--- config.mk ---
export PLATFORM = sky130hd
export DESIGN_NAME = emp_pin_share
export DESIGN_NICKNAME = d
export VERILOG_FILES = /design/src/rtl/emp_pkg.sv /design/src/rtl/emp_pin_share.sv
export VERILOG_INCLUDE_DIRS = /design/src /design/src/rtl
export SDC_FILE = /design/constraint.sdc
export NUM_CORES = 1
export LEC_CHECK = 0
export ABC_AREA = 1
export BUFFER_PORTS_ARGS = -buffer_cell sky130_fd_sc_hd__buf_2
export CORE_MARGIN = 3
export CORE_UTILIZATION = 29
export DETAILED_ROUTE_END_ITERATION = 7
export SETUP_SLACK_MARGIN = 0.02
export SLEW_MARGIN = 0
export SYNTH_ARGS = -nofsm -noshare
export SYNTH_HDL_FRONTEND = slang
export SYNTH_SLANG_ARGS = --single-unit
export TNS_END_PERCENT = 10
--- constraint.sdc ---
create_clock -name sys_clk -period 1.6 [get_ports sys_clk]
set_clock_uncertainty 0.1 [all_clocks]
set_input_delay 0.16 -clock sys_clk [delete_from_list [all_inputs] [get_ports sys_clk]]
set_output_delay 0.16 -clock sys_clk [all_outputs]
set_load 0.03 [all_outputs]
--- src/rtl/emp_consts.svh ---
// constants for the external memory address pin sharing block
// Behaviour
// With an 8-bit asynchronous memory the word address pins carry memory address 22..2 and the byte pins carry 1..0.
// With a 16-bit asynchronous memory the word address pins carry memory address 21..1 and the upper byte pin carries bit 0.
// Address pins 20 to 15 are each shared with one general I/O line, and only one function drives the pin at a time.
// Each shared pin has its own select bit in the external bus select register, switchable independently.
// During a NAND access, address pin 12 is the command latch strobe.
// During a NAND access, address pin 11 is the address latch strobe.
// The internal pulldown of each shared pin is enabled or disabled by a bit of pull disable register two.
// Address pins 14 to 10 are dedicated address bits, and only 12 and 11 take the NAND strobe roles.
// The device provides a 16-bit two-way data bus, driven on writes and sampled on reads.
// A shared pin selected for general I/O never shows the controller's address bit.
`ifndef EMP_CONSTS_SVH
`define EMP_CONSTS_SVH
`define EMP_ADDR_W 23
`define EMP_WORD_W 21
`define EMP_DATA_W 16
`define EMP_SHARED_LO 15
`define EMP_SHARED_N 6
`define EMP_CLE_BIT 11
`define EMP_ALE_BIT 10
`define EMP_CLE_PIN 12
`define EMP_ALE_PIN 11
`define EMP_REG_SEL 12'h000
`define EMP_REG_PULL 12'h004
`define EMP_REG_MODE 12'h008
`define EMP_REG_DIN 12'h00C
`define EMP_SEL_RST 6'h00
`define EMP_PULL_RST 6'h00
`endif

--- src/rtl/emp_pkg.sv ---
// types for the external memory address pin sharing block
package emp_pkg;
  typedef enum logic [1:0] {
    EMP_MEM8 = 2'h1,
    EMP_MEM16 = 2'h2
  } emp_width_t;
endpackage : emp_pkg

--- src/rtl/emp_pin_share.sv ---
// address path pin sharing with apb control registers
//
// The register addresses and the APB register port are this design's own decisions.
`timescale 1ns/1ps
`default_nettype none
`include "emp_consts.svh"
module emp_pin_share (
  input wire logic sys_clk,
  input wire logic sys_rst,
  input wire logic psel,
  input wire logic penable,
  input wire logic pwrite,
  input wire logic [11:0] paddr,
  input wire logic [31:0] pwdata,
  output logic [31:0] prdata,
  output logic pready,
  output logic pslverr,
  input wire logic [22:0] mem_addr,
  input wire logic nand_cle,
  input wire logic nand_ale,
  input wire logic [15:0] mem_wdata,
  input wire logic mem_write,
  output logic [15:0] mem_rdata,
  input wire logic [5:0] gpio_out,
  input wire logic [5:0] gpio_oe,
  output logic [5:0] gpio_in,
  output logic [20:0] ext_word_addr,
  output logic [20:0] ext_word_addr_oe,
  input wire logic [5:0] ext_word_addr_in,
  output logic [1:0] ext_byte_addr,
  output logic [15:0] ext_data_bus_out,
  output logic ext_data_bus_oe,
  input wire logic [15:0] ext_data_bus_in,
  output logic [5:0] internal_pulldown_en,
  output emp_pkg::emp_width_t width_mode
);
  import emp_pkg::*;

  logic [5:0] ext_bus_select_reg_q;
  logic [5:0] pull_disable_reg_two_q;
  logic nand_mode_q;
  logic [5:0] gin_s1_q, gin_s2_q;
  logic [15:0] din_s1_q, din_s2_q;
  logic [20:0] word_d;
  logic [1:0] byte_d;
  logic [20:0] word_q;
  logic [1:0] byte_q;
  logic [15:0] dout_q;
  logic doe_q;
  logic [5:0] goe_q, gout_q;
  logic wr_acc;
  logic rd_acc;
  emp_width_t width_q;

  // apb always ready, no wait states
  assign pready = 1'b1;
  assign wr_acc = psel && penable && pwrite;
  assign rd_acc = psel && penable && !pwrite;

  // select register, one bit per shared pin
  always_ff @(posedge sys_clk) begin
    if (sys_rst) begin
      ext_bus_select_reg_q <= `EMP_SEL_RST;
    end else if (wr_acc && paddr == `EMP_REG_SEL) begin
      ext_bus_select_reg_q <= pwdata[5:0];
    end
  end

  // pulldown disable register
  always_ff @(posedge sys_clk) begin
    if (sys_rst) begin
      pull_disable_reg_two_q <= `EMP_PULL_RST;
    end else if (wr_acc && paddr == `EMP_REG_PULL) begin
      pull_disable_reg_two_q <= pwdata[5:0];
    end
  end

  // memory width and nand mode
  always_ff @(posedge sys_clk) begin
    if (sys_rst) begin
      width_q <= EMP_MEM16;
      nand_mode_q <= 1'b0;
    end else if (wr_acc && paddr == `EMP_REG_MODE) begin
      width_q <= pwdata[0] ? EMP_MEM8 : EMP_MEM16;
      nand_mode_q <= pwdata[1];
    end
  end

  // read mux and error for unmapped addresses
  always_ff @(posedge sys_clk) begin
    if (sys_rst) begin
      prdata <= 32'h0000_0000;
    end else if (psel && !penable && !pwrite) begin
      if (paddr == `EMP_REG_SEL) begin
        prdata <= {26'h0, ext_bus_select_reg_q};
      end else if (paddr == `EMP_REG_PULL) begin
        prdata <= {26'h0, pull_disable_reg_two_q};
      end else if (paddr == `EMP_REG_MODE) begin
        prdata <= {30'h0, nand_mode_q, width_q == EMP_MEM8};
      end else if (paddr == `EMP_REG_DIN) begin
        prdata <= {10'h0, gin_s2_q, din_s2_q};
      end else begin
        prdata <= 32'h0000_0000;
      end
    end
  end
  assign pslverr = psel && penable && !(paddr == `EMP_REG_SEL || paddr == `EMP_REG_PULL ||
                   paddr == `EMP_REG_MODE || paddr == `EMP_REG_DIN);

  // pin input synchronisers
  always_ff @(posedge sys_clk) begin
    if (sys_rst) begin
      gin_s1_q <= 6'h00;
      gin_s2_q <= 6'h00;
      din_s1_q <= 16'h0000;
      din_s2_q <= 16'h0000;
    end else begin
      gin_s1_q <= ext_word_addr_in;
      gin_s2_q <= gin_s1_q;
      din_s1_q <= ext_data_bus_in;
      din_s2_q <= din_s1_q;
    end
  end
  assign gpio_in = gin_s2_q;
  assign mem_rdata = din_s2_q;

  // address mapping by memory width, with nand strobes
  always_comb begin
    if (width_q == EMP_MEM8) begin
      word_d = mem_addr[22:2];
      byte_d = mem_addr[1:0];
    end else begin
      word_d = mem_addr[21:1];
      byte_d = {mem_addr[0], 1'b0};
    end
    if (nand_mode_q) begin
      word_d[`EMP_CLE_PIN] = nand_cle;
      word_d[`EMP_ALE_PIN] = nand_ale;
    end
  end

  // registered pin drivers, per shared pin mux
  always_ff @(posedge sys_clk) begin
    if (sys_rst) begin
      word_q <= 21'h00_0000;
      byte_q <= 2'h0;
      dout_q <= 16'h0000;
      doe_q <= 1'b0;
      gout_q <= 6'h00;
      goe_q <= 6'h00;
    end else begin
      word_q <= word_d;
      byte_q <= byte_d;
      dout_q <= mem_wdata;
      doe_q <= mem_write;
      gout_q <= gpio_out;
      goe_q <= gpio_oe;
    end
  end

  genvar gi;
  generate
    for (gi = 0; gi < `EMP_WORD_W; gi = gi + 1) begin : g_pin
      if (gi >= `EMP_SHARED_LO) begin : g_shared
        // general io owns the pin when its select bit is set
        assign ext_word_addr[gi] = ext_bus_select_reg_q[gi-`EMP_SHARED_LO] ?
          gout_q[gi-`EMP_SHARED_LO] : word_q[gi];
        assign ext_word_addr_oe[gi] = ext_bus_select_reg_q[gi-`EMP_SHARED_LO] ?
          goe_q[gi-`EMP_SHARED_LO] : 1'b1;
      end else begin : g_dedicated
        assign ext_word_addr[gi] = word_q[gi];
        assign ext_word_addr_oe[gi] = 1'b1;
      end
    end
  endgenerate
  assign ext_byte_addr = byte_q;
  assign ext_data_bus_out = dout_q;
  assign ext_data_bus_oe = doe_q;
  assign internal_pulldown_en = ~pull_disable_reg_two_q;
  assign width_mode = width_q;

  // checks
  sel_blocks_addr_a: assert property (@(posedge sys_clk) disable iff (sys_rst)
    ext_bus_select_reg_q[5] |-> ext_word_addr[20] == gout_q[5]) else $error("addr leaks on io pin");
  sel_write_a: assert property (@(posedge sys_clk) disable iff (sys_rst)
    wr_acc && paddr == `EMP_REG_SEL |=> ext_bus_select_reg_q == $past(pwdata[5:0]))
    else $error("select write lost");
  map_eight_a: assert property (@(posedge sys_clk) disable iff (sys_rst)
    width_q == EMP_MEM8 && !nand_mode_q && $stable(width_q) |=> word_q == $past(mem_addr[22:2]))
    else $error("8-bit map wrong");
  byte_eight_a: assert property (@(posedge sys_clk) disable iff (sys_rst)
    width_q == EMP_MEM8 |=> byte_q == $past(mem_addr[1:0])) else $error("byte map wrong");
  map_sixteen_a: assert property (@(posedge sys_clk) disable iff (sys_rst)
    width_q == EMP_MEM16 |=> byte_q[1] == $past(mem_addr[0])) else $error("16-bit byte map wrong");
  cle_strobe_a: assert property (@(posedge sys_clk) disable iff (sys_rst)
    nand_mode_q && $stable(nand_mode_q) |=> ext_word_addr[12] == $past(nand_cle)) else $error("cle wrong");
  ale_strobe_a: assert property (@(posedge sys_clk) disable iff (sys_rst)
    nand_mode_q && $stable(nand_mode_q) |=> ext_word_addr[11] == $past(nand_ale)) else $error("ale wrong");
  pull_ctrl_a: assert property (@(posedge sys_clk) disable iff (sys_rst)
    wr_acc && paddr == `EMP_REG_PULL |=> internal_pulldown_en == ~$past(pwdata[5:0]))
    else $error("pulldown control wrong");
  dedicated_pin_a: assert property (@(posedge sys_clk) disable iff (sys_rst)
    ext_word_addr_oe[14:0] == 15'h7FFF) else $error("dedicated pin released");
  data_drive_a: assert property (@(posedge sys_clk) disable iff (sys_rst)
    mem_write |=> ext_data_bus_oe && ext_data_bus_out == $past(mem_wdata)) else $error("data drive wrong");
  cov_gpio_c: cover property (@(posedge sys_clk) ext_bus_select_reg_q != 6'h00);
  cov_nand_c: cover property (@(posedge sys_clk) nand_mode_q && nand_cle);
  cov_eight_c: cover property (@(posedge sys_clk) width_q == EMP_MEM8 && mem_write);
endmodule : emp_pin_share
`default_nettype wire

# After elaboration in Yosys (flattened, before gate mapping)
# Cells that the tools add are included.
[classes] n_reduce_logical=16 bitwise=2 n_eq_ne=4 mux=20
[op_table] cell="2-to-1 mux 22 bit" n=4
[op_table] cell="equality test 12 x 4 -> 1 bit (second input constant)" n=2
[op_table] cell="2-to-1 mux 21 bit" n=1
[op_table] cell="equality test 12 x 3 -> 1 bit (second input constant)" n=1
[op_table] cell="zero test 12 bit" n=1
[op_table] cell="2-to-1 mux 1 bit" n=12
[op_table] cell="logical AND 1 bit" n=8
[op_table] cell="2-to-1 mux 2 bit" n=3
[op_table] cell="inverter 6 bit" n=1
[op_table] cell="zero test 1 bit" n=3
[op_table] cell="logical OR 1 bit" n=3
[op_table] cell="equality test 2 x 1 -> 1 bit (second input constant)" n=1
[op_table] cell="OR reduction 2 bit" n=1
[op_table] cell="inverter 1 bit" n=1
[totals] out_inout_bits=125 word_cells=58 ff_bits=143

# Depth between registers and ports, before layout
# Gate-level depths: netlist of run 1.
[depth] ltp_word=6 ltp_mapped=10 depth_no_buf=9

# Worst setup path after synthesis of run 1
# Ideal clock, no wire load.
[synth_path] path_type="reg2reg" from="reg width_q[0] (netlist: width_mode[0])" to="reg word_q[12]" path_buffers=1 path_stages_with_launch=7 period_less_slack_ns=1.488 setup_ns=0.115 t_required_ns=1.385 slack_ns=0.112 arrival_time_ns=1.273 cell_sequence="dfxtp_1 inv_1 nor2_1 clkbuf_1 o21ai_0 o21ai_0 inv_1"
[synth_between] elab_chain_len=3
[synth_lines] element="start: declaration" line_no="emp_pin_share.sv:53" text="emp_width_t width_q;"
[synth_lines] element="start signal: assignment" line_no="emp_pin_share.sv:84" text="width_q <= pwdata[0] ? EMP_MEM8 : EMP_MEM16;"
[synth_lines] element="equality test 2 x 1 -> 1 bit" line_no="emp_pin_share.sv:129" text="if (width_q == EMP_MEM8) begin"
[synth_lines] element="2-to-1 mux 21 bit" line_no="emp_pin_share.sv:129"
[synth_lines] element="2-to-1 mux 2 bit" line_no="emp_pin_share.sv:136" text="if (nand_mode_q) begin"
[synth_lines] element="end signal: assignment" line_no="emp_pin_share.sv:152" text="word_q <= word_d;"
[synth_lines] element="end: declaration" line_no="emp_pin_share.sv:46" text="logic [20:0] word_q;"
# Every way passes these cells.
# A chain may end at the register's enable or synchronous reset.

# Worst setup path after layout of run 1
[layout_path] from="reg ext_bus_select_reg_q[1]" to="out ext_word_addr_oe[16]"
[layout_between] elab_chain_len=1
[layout_lines] element="start: declaration" line_no="emp_pin_share.sv:39" text="logic [5:0] ext_bus_select_reg_q;"
[layout_lines] element="start signal: assignment" line_no="emp_pin_share.sv:63" text="ext_bus_select_reg_q <= `EMP_SEL_RST;"
[layout_lines] element="start signal: assignment" line_no="emp_pin_share.sv:65" text="ext_bus_select_reg_q <= pwdata[5:0];"
[layout_lines] element="2-to-1 mux 1 bit" line_no="emp_pin_share.sv:168" text="assign ext_word_addr_oe[gi] = ext_bus_select_reg_q[gi-`EMP_SHARED_LO] ?"
[layout_lines] element="end: declaration" line_no="emp_pin_share.sv:28" text="output logic [20:0] ext_word_addr_oe,"
# Every way passes these cells.

==> summary.txt, run 1 <==
Global routing
  • Largest net degree at the start of global routing: 86
  • First-pass GRT wire length: 21.24 mm
  • Initial antenna violation count: 0
  • GRT Util Overall: 0.1473
  • Global route overflow: 0
  • Vias in the first global route: 4,307

Setup path
  • Setup CP Type: reg2out
  • R2R Setup Slk: 0.23 ns
  • Data required, critical path: roughly 1.3 ns
  • FF-to-FF path depth: 6
  • Arr. time, crit path: between 1 and 1.5 ns
  • CP Capture Type: output port
  • Worst-path fanout max: 3
  • Worst Setup Start Kind: flip-flop
  • R2r startpoint: width_mode[0]
  • Worst reg2reg endpoint: word_q[19]

Floorplanning
  • Die Footprint: roughly 0.018 sq mm
  • Die Span X: 135.8 um
  • Die Height: 135.8 um
  • Core box area: 0.01617 sq mm
  • Cell Rows: 46
  • Starting Density: 0.3019
  • IO Pins: 250

Cells and area
  • Reg area: 0.002673 sq mm
  • Share of cells above drive strength 1: 0.2965
  • Design Area, Final: roughly 0.0073 sq mm
  • Multi-input gate area: 0.001490 sq mm
  • Final nets: a little over 1,000
  • Syn-to-layout area delta: 50.01%
  • Ant. Diodes: 0
  • Fillcell total: around 1,600

Timing
  • Max Slew Vio Count: 0
  • Setup TNS: 0 ns
  • # setup viols final: 0
  • Fmax: 0.6551 GHz
  • RSZ-0062 raised after global routing: no
  • Final min period: 1.526 ns
  • Fin. Hold Viols: 0
  • Tcrit/Tclk final: 0.9540
  • Post-route setup slack: 0.07358 ns

Logic synthesis
  • Gate Count Post-Synth: around 620
  • Synth Cell Area: ~0.0049 sq mm
  • Syn Area/Cell: 7.839 sq um
  • Unique masters post-synth: 25
  • Post-synthesis sequential area ratio: 0.5452
  • Synth Warn #: 0
  • #FFs+latches synth: 133

Clocking
  • Clock Latency Late Sink: 0.41 ns
  • Clk root buf: clkbuf_16
  • Clock transition at path regs: 0.06 ns
  • Sink Count: 133
  • CTS tree: yes
  • CTS Buf Count: 17
  • # H-tree levels: 4
  • Post-CTS setup buffers: 0
  • Max Root-Sink Buffers: 2

Placement
  • Routability cong.: around 0.75
  • DPL Wire Length: approximately 9.3 mm
  • Buffers on Ports: just under 200
  • Placement Cell Area: ~0.0060 sq mm
  • Dpl ws: roughly 0.077 ns

Detailed routing
  • DR iter-0 viols: 204
  • Met1 wire length: ~5.9 mm
  • Met3 wire len: 1.321 mm
  • DRC violation count after routing: 0
  • Vias: roughly 4,500
  • DRT antenna net count: 0
  • DR WL/cell: between 10 and 15 um
  • DRT Pass-1 Iters: 4
  • Top layer used by detailed routing: met4
  • WL final: 13.74 mm
  • DR vias/cell: between 3 and 4
  • WL met2: 6.354 mm

Min path
  • Hold Crit Class: in2reg
  • Hold worst-path end: prdata[9]
  • Hold path start: sys_rst
  • Min-Delay Path Depth: 4

Status
  • Status: complete, no violations

Power and ir drop
  • Maximum VDD drop: 0.0006915 V
  • Power density cells: 1067 mW/mm^2
  • Lkg Pwr: 3.677 nW

Run
  • Number of max-cap violations: 0
sequential cells by signal, indices dropped and copies added, names as in the netlist:
register / flops
goe_q: 6
din_s1_q: 16
pull_disable_reg_two_q: 6
gout_q: 6
width_mode: 2
word_q: 21
prdata: 22
ext_bus_select_reg_q: 6
gpio_in: 6
gin_s1_q: 6
ext_byte_addr: 2
ext_data_bus_oe: 1
ext_data_bus_out: 16
nand_mode_q: 1
mem_rdata: 16
logic make-up after synthesis:
| group | count (synthesis) | share of synthesized area |
|---|---|---|
| AND/OR/NAND/NOR | 215 | 0.1794 |
| other | 2 | 0.001538 |
| buffers and inverters | 173 | 0.1694 |
| AO/OA/AOI/OAI | 100 | 0.1045 |
| flip-flops | 133 | 0.5452 |
worst max-delay path, stage by stage, from the launching register on:
cell and delay [ns]:
dfxtp_4 0.36, inv_2 0.05, or2_2 0.30, buf_6 0.15
cell usage in the layout (no fill, tap or decap), types with 2 or more instances in the layout:
master,netlist,layout
nor2_1,129,129
dlygate4sd3_1,0,81
clkinvlp_4,0,5
o21ai_0,60,60
inv_1,103,97
clkbuf_1,12,2
nand2_1,61,61
or2_2,6,6
inv_6,0,2
dfxtp_4,0,2
inv_2,3,9
o2111ai_1,2,2
a21oi_1,36,36
clkinv_2,0,4
nand3_1,8,8
conb_1,2,26
dfxtp_1,133,129
dfxtp_2,0,2
nor2_2,3,3
nor2_4,3,3
buf_12,0,4
clkbuf_16,0,17
buf_4,41,15
buf_2,6,191
nor3_1,2,2
worst max path at each step:
stage,start,end,cells past startpoint
floorplan,width_mode[0],word_q[12],6
global placement,paddr[11],prdata[3],9
detailed placement,paddr[9],prdata[9],10
CTS,ext_bus_select_reg_q[5],ext_word_addr_oe[20],3
global route,ext_bus_select_reg_q[4],ext_word_addr_oe[19],3
finish,ext_bus_select_reg_q[1],ext_word_addr_oe[16],3
power by group:
| group | internal, mW | total [mW] | switching (mW) |
|---|---|---|---|
| sequential | 3.45 | 3.49 | 0.0414 |
| combinational | 0.358 | 0.900 | 0.542 |
| clock | 1.97 | 3.43 | 1.46 |
| total | 5.77 | 7.81 | 2.04 |
through the flow:
stage	power (mW)	hold slack, ns	instances	util
final	7.814	0.05523	1120	0.4530
after global routing	8.165	0.08967	1120	0.4530
after CTS	7.929	0.03164	1120	0.4521
after detailed placement	4.305	0.2657	1008	0.3693
after global placement	4.297	0.2569	1008	0.3693
after floorplan	4.091	0.1670	647	-
layer usage:
layer / GRT usage / vias to the layer above
met5: 0 / -
met3: 0.05684 / 11
li1: - / 2348
met1: 0.1762 / 1938
met2: 0.2417 / 174
met4: 0.05207 / 0
Yosys cell counts:
| cell | count | area share |
|---|---|---|
| dfxtp_1 | 133 | 0.55 |
| clkbuf_2 | 1 | 0.0010 |
| nor2_1 | 129 | 0.099 |
| buf_6 | 2 | 0.0046 |
| clkbuf_1 | 12 | 0.0092 |
| nor3_1 | 2 | 0.0020 |
| a21oi_1 | 36 | 0.037 |
| buf_1 | 5 | 0.0038 |
| a21o_1 | 1 | 0.0015 |
| o21ai_1 | 1 | 0.0010 |
| o21ai_0 | 60 | 0.061 |
| nand4_1 | 1 | 0.0013 |
| buf_4 | 41 | 0.063 |
| nor2_4 | 3 | 0.0069 |
| nor2_2 | 3 | 0.0038 |
| nand2_1 | 61 | 0.047 |
| nor3_2 | 1 | 0.0020 |
| nand3_1 | 8 | 0.0082 |
| o2111ai_1 | 2 | 0.0036 |
| inv_2 | 3 | 0.0023 |
| buf_2 | 6 | 0.0061 |
| or2_2 | 6 | 0.0077 |
| conb_1 | 2 | 0.0015 |
| nand2_2 | 1 | 0.0013 |
| inv_1 | 103 | 0.079 |
layout make-up:
class                   count  share of cell area
multi-input cells         341              0.2034
repair buffers            293              0.2700
well taps                 216             0.03689
clock buffers              19             0.05909
flip-flops and latches    133              0.3648
inverters                 106             0.05431
clock inverters            12             0.01144
repair_timing:
| action | 4_1_cts | 5_1_grt |
|---|---|---|
| hold endpoints to repair | 88 | 0 |
| gates resized for setup | 9 | 9 |
| hold buffers | 81 | 0 |
| setup endpoints to repair | 5 | 6 |
| gates cloned | 0 | 0 |
No activity file was read; power rests on OpenSTA's default activity.
==> run 2: changes to the inputs <==
CELL_PAD_IN_SITES_DETAIL_PLACEMENT = 1   (was default)
CELL_PAD_IN_SITES_GLOBAL_PLACEMENT = 1   (was default)
CORE_UTILIZATION = 31   (was 29)
PLACE_DENSITY_LB_ADDON = 0.1   (was default)
==> run 2 against run 1 <==
Final cell count is 0.27% lower. Global-route usage is 3.1 points higher. Count of clock-buffer cells in the layout down 2. Combinational power is 1% higher. Via count rose by 4.1%. Fmax fell by 2.1%. Critical path depth is the same. Register-to-register slack lost 0.09 ns. Core utilization up 3.1 points. Largest cell class unchanged. First-iteration DRC count shrank 39%. Worst setup slack got worse by 0.033 ns.
==> summary.txt, run 2 (synthesized netlist as in run 1, its figures left out) <==
Timing
  • Final min period: 1.559 ns (+0.03261 ns)
  • Fin. Hold Viols: 0 (unchanged)
  • Tcrit/Tclk final: 0.9744 (+0.02038)
  • # setup viols final: 0 (unchanged)
  • RSZ-0062 raised after global routing: yes
  • Max Slew Vio Count: 0 (unchanged)
  • Min Hold Slack: 0.05282 ns (-0.002405 ns)
  • Fmax: 0.6414 GHz (-2.1%)

Status
  • Status: complete, no violations

Detailed routing
  • DR iter-0 viols: 124 (-39%)
  • DR vias/cell: 4.167 (+4.4%)
  • Vias: 4,654 (+4.1%)
  • DRC violation count after routing: 0 (unchanged)
  • DRT Pass-1 Iters: 4 (unchanged)
  • WL final: 15.23 mm (+11%)
  • DRT antenna net count: 0 (unchanged)
  • DR WL/cell: 13.63 um (+11%)

Clocking
  • Clock transition at path regs: 0.06 ns (about the same)
  • # H-tree levels: 4 (unchanged)
  • CTS tree: yes
  • Clk root buf: clkbuf_16
  • Max Root-Sink Buffers: 2 (unchanged)
  • CTS Buf Count: 17 (unchanged)
  • Clock Latency Late Sink: 0.41 ns (about the same)
  • Sink Count: 133 (unchanged)

Cells and area
  • Most frequent cells in the layout: 196 x buf_2, 129 x dfxtp_1, 128 x nor2_1
  • Finished Layout Cells: 1,117 (-0.27%)
  • Number of flip-flops in the largest register: 22 (unchanged)
  • Reg area: 0.002668 sq mm (-0.19%)
  • Syn-to-layout area delta: 51.73%
  • Share of cells above drive strength 1: 0.2980 (+0.001553)
  • Multi-input gate area: 0.001493 sq mm (+0.17%)
  • Final nets: 1,019 (+0.20%)
  • Top reg by flops: prdata
  • Fillcell total: 1,897 (+20%)
  • Largest regs: prdata (22), word_q (21)
  • Ant. Diodes: 0 (unchanged)
  • Commonest non-fill, non-tap cell in the layout: buf_2

Placement
  • Buffers on Ports: 197 (unchanged)
  • Routability cong.: 0.7736 (+3.6%)
  • DPL Wire Length: 10.52 mm (+13%)
  • Placed Cells: 1,002 (-0.60%)

Floorplanning
  • Starting Density: 0.3189 (+0.01692)
  • Die Height: 131.5 um (-3.1%)
  • Die Footprint: 0.01729 sq mm (-6.2%)
  • Core box area: 0.01531 sq mm (-5.3%)
  • IO Pins: 250 (unchanged)
  • Die Span X: 131.5 um (-3.1%)
  • Cell Rows: 45 (-2.2%)

Setup path
  • Setup CP Type: reg2out
  • CP Capture Type: output port
  • Worst-path fanout max: 4 (+1)
  • Data required, critical path: 1.34 ns (about the same)
  • Worst Setup Start Kind: flip-flop
  • Arr. time, crit path: 1.30 ns (+0.03 ns)

Power and ir drop
  • Power density cells: 1152 mW/mm^2 (+8.0%)
  • Maximum VDD drop: 0.0007878 V (+14%)
  • Lkg Pwr: 3.724 nW (+1.3%)

Global routing
  • Initial antenna violation count: 0 (unchanged)
  • Global route overflow: 0 (unchanged)
  • GRT Util Overall: 0.1785 (+0.03113)
  • Largest net degree at the start of global routing: 68 (-21%)
  • Vias in the first global route: 4,956 (+15%)
  • First-pass GRT wire length: 24.72 mm (+16%)

Min path
  • Hold Crit Class: in2reg

Run
  • Number of max-cap violations: 0 (unchanged)
## run 2: changes by cell type in the layout (fill, tap and decap cells not counted), moves of 3 or more
cell	change
inv_2	-4
inv_1	+3
clkinv_2	-3
bufinv_16	+4
buf_2	+5
## run 2: final cells by class
class                           instances  area share
Clock buffer                           17     0.05741
Clock inverter                         14     0.02736
Inverter                              106     0.05420
Multi-Input combinational cell        341      0.2015
Sequential cell                       133      0.3600
Tap cell                              211     0.03563
Timing Repair Buffer                  295      0.2639
## run 2: routing by layer
layer / routed length, um / GRT usage / vias to the layer above / share of wire
li1: - / - / 2354 / -
met1: 5961 / 0.1887 / 2142 / 0.39
met2: 7947 / 0.3244 / 136 / 0.52
met3: 993 / 0.06011 / 22 / 0.065
met4: 325 / 0.07235 / 0 / 0.021
met5: 0 / 0 / - / 0
## run 2: final timing paths
| path | from | depth (start not counted) | to | slack [ns] |
|---|---|---|---|---|
| worst max register to register | width_mode[0] | 9 | prdata[0] | 0.14 |
| worst min-delay path | mem_addr[13] | 5 | word_q[11] | 0.05 |
| worst min register to register | din_s1_q[7] | 2 | mem_rdata[7] | 0.30 |
| worst max-delay path | ext_bus_select_reg_q[3] | 3 | ext_word_addr_oe[18] | 0.04 |
## run 2: worst max-delay path, cell delays in order (launching register included)
cell and delay (ns):
dfxtp_1 0.32, inv_1 0.09, or2_2 0.29, buf_2 0.18
## run 2: timing repair
item / in CTS / in global routing
hold buffers: 81 / 0
cloned: 0 / 0
resized for setup: 1 / 9
setup endpoints to repair: 3 / 16
endpoints found under the hold margin: 86 / 0
setup buffers: 0 / 3
## run 2: where the power goes
| part | leakage [nW] | total, mW | switching, mW | internal (mW) |
|---|---|---|---|---|
| registers | 1.10 | 3.49 | 0.0445 | 3.45 |
| clock network | 0.298 | 4.13 | 1.51 | 2.62 |
| logic | 2.33 | 0.912 | 0.551 | 0.362 |
| total | 3.72 | 8.54 | 2.10 | 6.43 |
## run 2: through the flow
stage	TNS, ns	utilization	instance area (sq um)	worst slack, ns	total power [mW]
2_1_floorplan	0	-	4974	0.1117	4.091
3_3_place_gp	0	0.3873	5931	0.06976	4.304
3_5_place_dp	-0.001182	0.3873	5931	-0.001182	4.321
4_1_cts	0	0.4813	7371	0.01031	8.632
5_1_grt	-0.09764	0.4838	7410	-0.03607	8.882
6_report	0	0.4838	7410	0.04097	8.538
==> run 3: changes to the inputs <==
ABC_AREA = default   (was 1)
CORE_UTILIZATION = 32   (was 31)
==> run 3 against run 2 <==
Worst setup slack got worse by 0.030 ns. Clock power shrank 12%. Non-clock buffer count is 9 higher. Critical path type is now in2out. Combinational power is 4.8% lower. Largest power group unchanged. Via count fell by 12%. Die area shrank 5.8%.
==> summary.txt, run 3 <==
Min path
  • Min-Delay Path Depth: 3 (-2)
  • Hold worst-path end: pull_disable_reg_two_q[0]
  • Hold path start: sys_rst
  • Hold Crit Class: in2reg

Logic synthesis
  • Area contributors post-synth: dfxtp_1 56%, nor2b_1 9.8%, buf_4 6.5%
  • Synth top cells by count: 133 x dfxtp_1, 74 x nor2b_1, 59 x nand2_1, 41 x buf_4, 24 x a21oi_1
  • #FFs+latches synth: 133 (unchanged)
  • Gate Count Post-Synth: 465 (-25%)
  • Most frequent cell after synthesis: dfxtp_1
  • Synth Warn #: 0 (unchanged)
  • Unique masters post-synth: 34 (+36%)
  • Synth Cell Area: 0.004737 sq mm (-3.0%)
  • Syn Area/Cell: 10.19 sq um (+30%)
  • EDFF count, synth: 0 (unchanged)
  • Main synth FF type: dfxtp_1
  • Post-synth ARST share: 0 (unchanged)
  • Yosys top cell area share: 0.5621 (+0.01685)
  • Yosys top cell by area: dfxtp_1
  • Post-synthesis sequential area ratio: 0.5621 (+0.01685)

Setup path
  • Setup CP Type: in2out
  • CP Capture Type: output port
  • Worst Setup Start Kind: input port
  • R2R Setup Slk: 0.17 ns (+0.03 ns)
  • Worst reg2reg endpoint: word_q[2]
  • FF-to-FF path depth: 4 (-5)
  • Arr. time, crit path: 1.33 ns (+0.03 ns)
  • R2r startpoint: width_mode[1]
  • Data required, critical path: 1.34 ns (about the same)
  • Worst-path fanout max: 6 (+2)

Clocking
  • Sink Count: 133 (unchanged)
  • CTS tree: yes
  • Clock transition at path regs: 0.06 ns (about the same)
  • Clk root buf: clkbuf_16
  • Max Root-Sink Buffers: 2 (unchanged)
  • CTS Buf Count: 17 (unchanged)
  • # H-tree levels: 4 (unchanged)
  • Post-CTS setup buffers: 0 (unchanged)
  • Clock Latency Late Sink: 0.41 ns (about the same)

Detailed routing
  • DR vias/cell: 4.338 (+4.1%)
  • DRC violation count after routing: 0 (unchanged)
  • DRT Pass-1 Iters: 4 (unchanged)
  • DR WL/cell: 14.75 um (+8.2%)
  • Vias: 4,073 (-12%)
  • DR iter-0 viols: 136 (+9.7%)
  • WL final: 13.85 mm (-9.1%)
  • DRT antenna net count: 0 (unchanged)

Timing
  • Final min period: 1.589 ns (+0.03004 ns)
  • Tcrit/Tclk final: 0.9932 (+0.01878)
  • # setup viols final: 0 (unchanged)
  • RSZ-0062 raised after global routing: yes
  • Max Slew Vio Count: 0 (unchanged)
  • Fmax: 0.6293 GHz (-1.9%)
  • Setup TNS: 0 ns (unchanged)
  • Max-slew headroom: 0.1910
  • Fin. Hold Viols: 0 (unchanged)
  • Slew @ Worst Pin: about 1.2 ns

Floorplanning
  • Die Span X: 127.7 um (-2.9%)
  • Cell Rows: 43 (-4.4%)
  • Die Height: 127.7 um (-2.9%)
  • Starting Density: 0.3335 (+0.01464)
  • Die Footprint: 0.01630 sq mm (-5.8%)
  • IO Pins: 250 (unchanged)
  • Core box area: 0.01420 sq mm (-7.3%)

Cells and area
  • Commonest non-fill, non-tap cell in the layout: buf_2
  • Number of flip-flops in the largest register: 22 (unchanged)
  • Top reg by flops: prdata
  • Most frequent cells in the layout: 189 x buf_2, 127 x dfxtp_1, 82 x dlygate4sd3_1
  • Syn-to-layout area delta: 53.72%
  • Design Area, Final: 0.007282 sq mm (-1.7%)
  • Largest regs: prdata (22), word_q (21)
  • Ant. Diodes: 0 (unchanged)
  • Reg area: 0.002678 sq mm (+0.38%)
  • Multi-input gate area: 0.001720 sq mm (+15%)
  • Share of cells above drive strength 1: 0.3689 (+0.07089)
  • Final nets: 871 (-15%)
  • Fillcell total: 1,605 (-15%)
  • Final core occ: 0.5127 (+0.02886)

Global routing
  • Global route overflow: 0 (unchanged)
  • Largest net degree at the start of global routing: 119 (+75%)
  • GRT Util Overall: 0.1714 (-0.007052)
  • Initial antenna violation count: 0 (unchanged)
  • First-pass GRT wire length: 21.83 mm (-12%)
  • Vias in the first global route: 4,356 (-12%)

Power and ir drop
  • Maximum VDD drop: 0.0007096 V (-9.9%)
  • Power density cells: 1094 mW/mm^2 (-5.1%)
  • Lkg Pwr: 3.386 nW (-9.1%)

Placement
  • Routability cong.: 0.7702 (-0.44%)
  • Buffers on Ports: 197 (unchanged)
  • Placement Cell Area: 0.005841 sq mm (-1.5%)
  • DPL Wire Length: 9.412 mm (-11%)

Run
  • Number of max-cap violations: 0 (unchanged)

Status
  • Status: complete, no violations
-- run 3: cell type report --
type	instances	share of cell area
sequential	133	0.3677
inverter	8	0.004124
clock buffer	17	0.05842
clock inverter	15	0.01821
tap	180	0.03093
timing repair buffer	304	0.2844
multi-input combinational	282	0.2363
-- run 3: critical path, cell delays in order --
cell and delay, ns:
buf_6 0.09, or4_4 0.62, nor3_4 0.23, nor2_1 0.07
buf_4 0.16
-- run 3: power by group --
group / switching [mW] / leakage [nW] / internal [mW]
Combinational: 0.482 / 2.02 / 0.386
Sequential: 0.0365 / 1.10 / 3.43
Clock: 1.49 / 0.266 / 2.14
-- run 3: worst max-delay path by stage --
stage | from | end | slack [ns] | depth (start not counted)
floorplan | paddr[1] | ext_bus_select_reg_q[5] | -0.27 | 6
global placement | paddr[2] | width_mode[0] | -0.31 | 7
detailed placement | paddr[1] | pull_disable_reg_two_q[5] | -0.35 | 7
CTS | paddr[9] | pslverr | 0.005 | 5
global route | paddr[1] | pslverr | -0.05 | 6
finish | paddr[9] | pslverr | 0.01 | 5
-- run 3: kinds of logic (layout without fill, tap and decap cells) --
kind of cell           after synthesis  in the layout  synth area share
buffers and inverters               74            344           0.09826
DFF                                133            133            0.5621
muxes                               23             23           0.05546
and+or+nand+nor                    183            183            0.2129
other                                2             26          0.001585
AOI/OAI and AO/OA                   50             50           0.06973
-- run 3: per-layer routing --
layer / vias up / share of wire / wire length [um] / global-route usage
li1: 2009 / - / - / -
met1: 1883 / 0.39 / 5389 / 0.1830
met2: 156 / 0.50 / 6966 / 0.3023
met3: 25 / 0.086 / 1195 / 0.07042
met4: 0 / 0.021 / 295 / 0.06554
met5: - / 0 / 0 / 0
-- run 3: metrics by stage --
step	total power [mW]	setup WS (ns)	std cells	hold WS [ns]
after global routing	8.329	-0.05157	939	0.2247
after CTS	8.071	0.005214	939	0.2045
final	7.964	0.01093	939	0.2013
after global placement	4.231	-0.3136	825	0.2665
after floorplan	4.035	-0.2714	489	0.1882
after detailed placement	4.244	-0.3462	825	0.2754
-- run 3: what timing repair did --
action | in CTS | in global routing
resized for setup | 16 | 5
endpoints found under the hold margin | 89 | 0
hold buffers | 82 | 0
pin swaps | 0 | 0
gates cloned | 0 | 0
setup endpoints to repair | 5 | 6
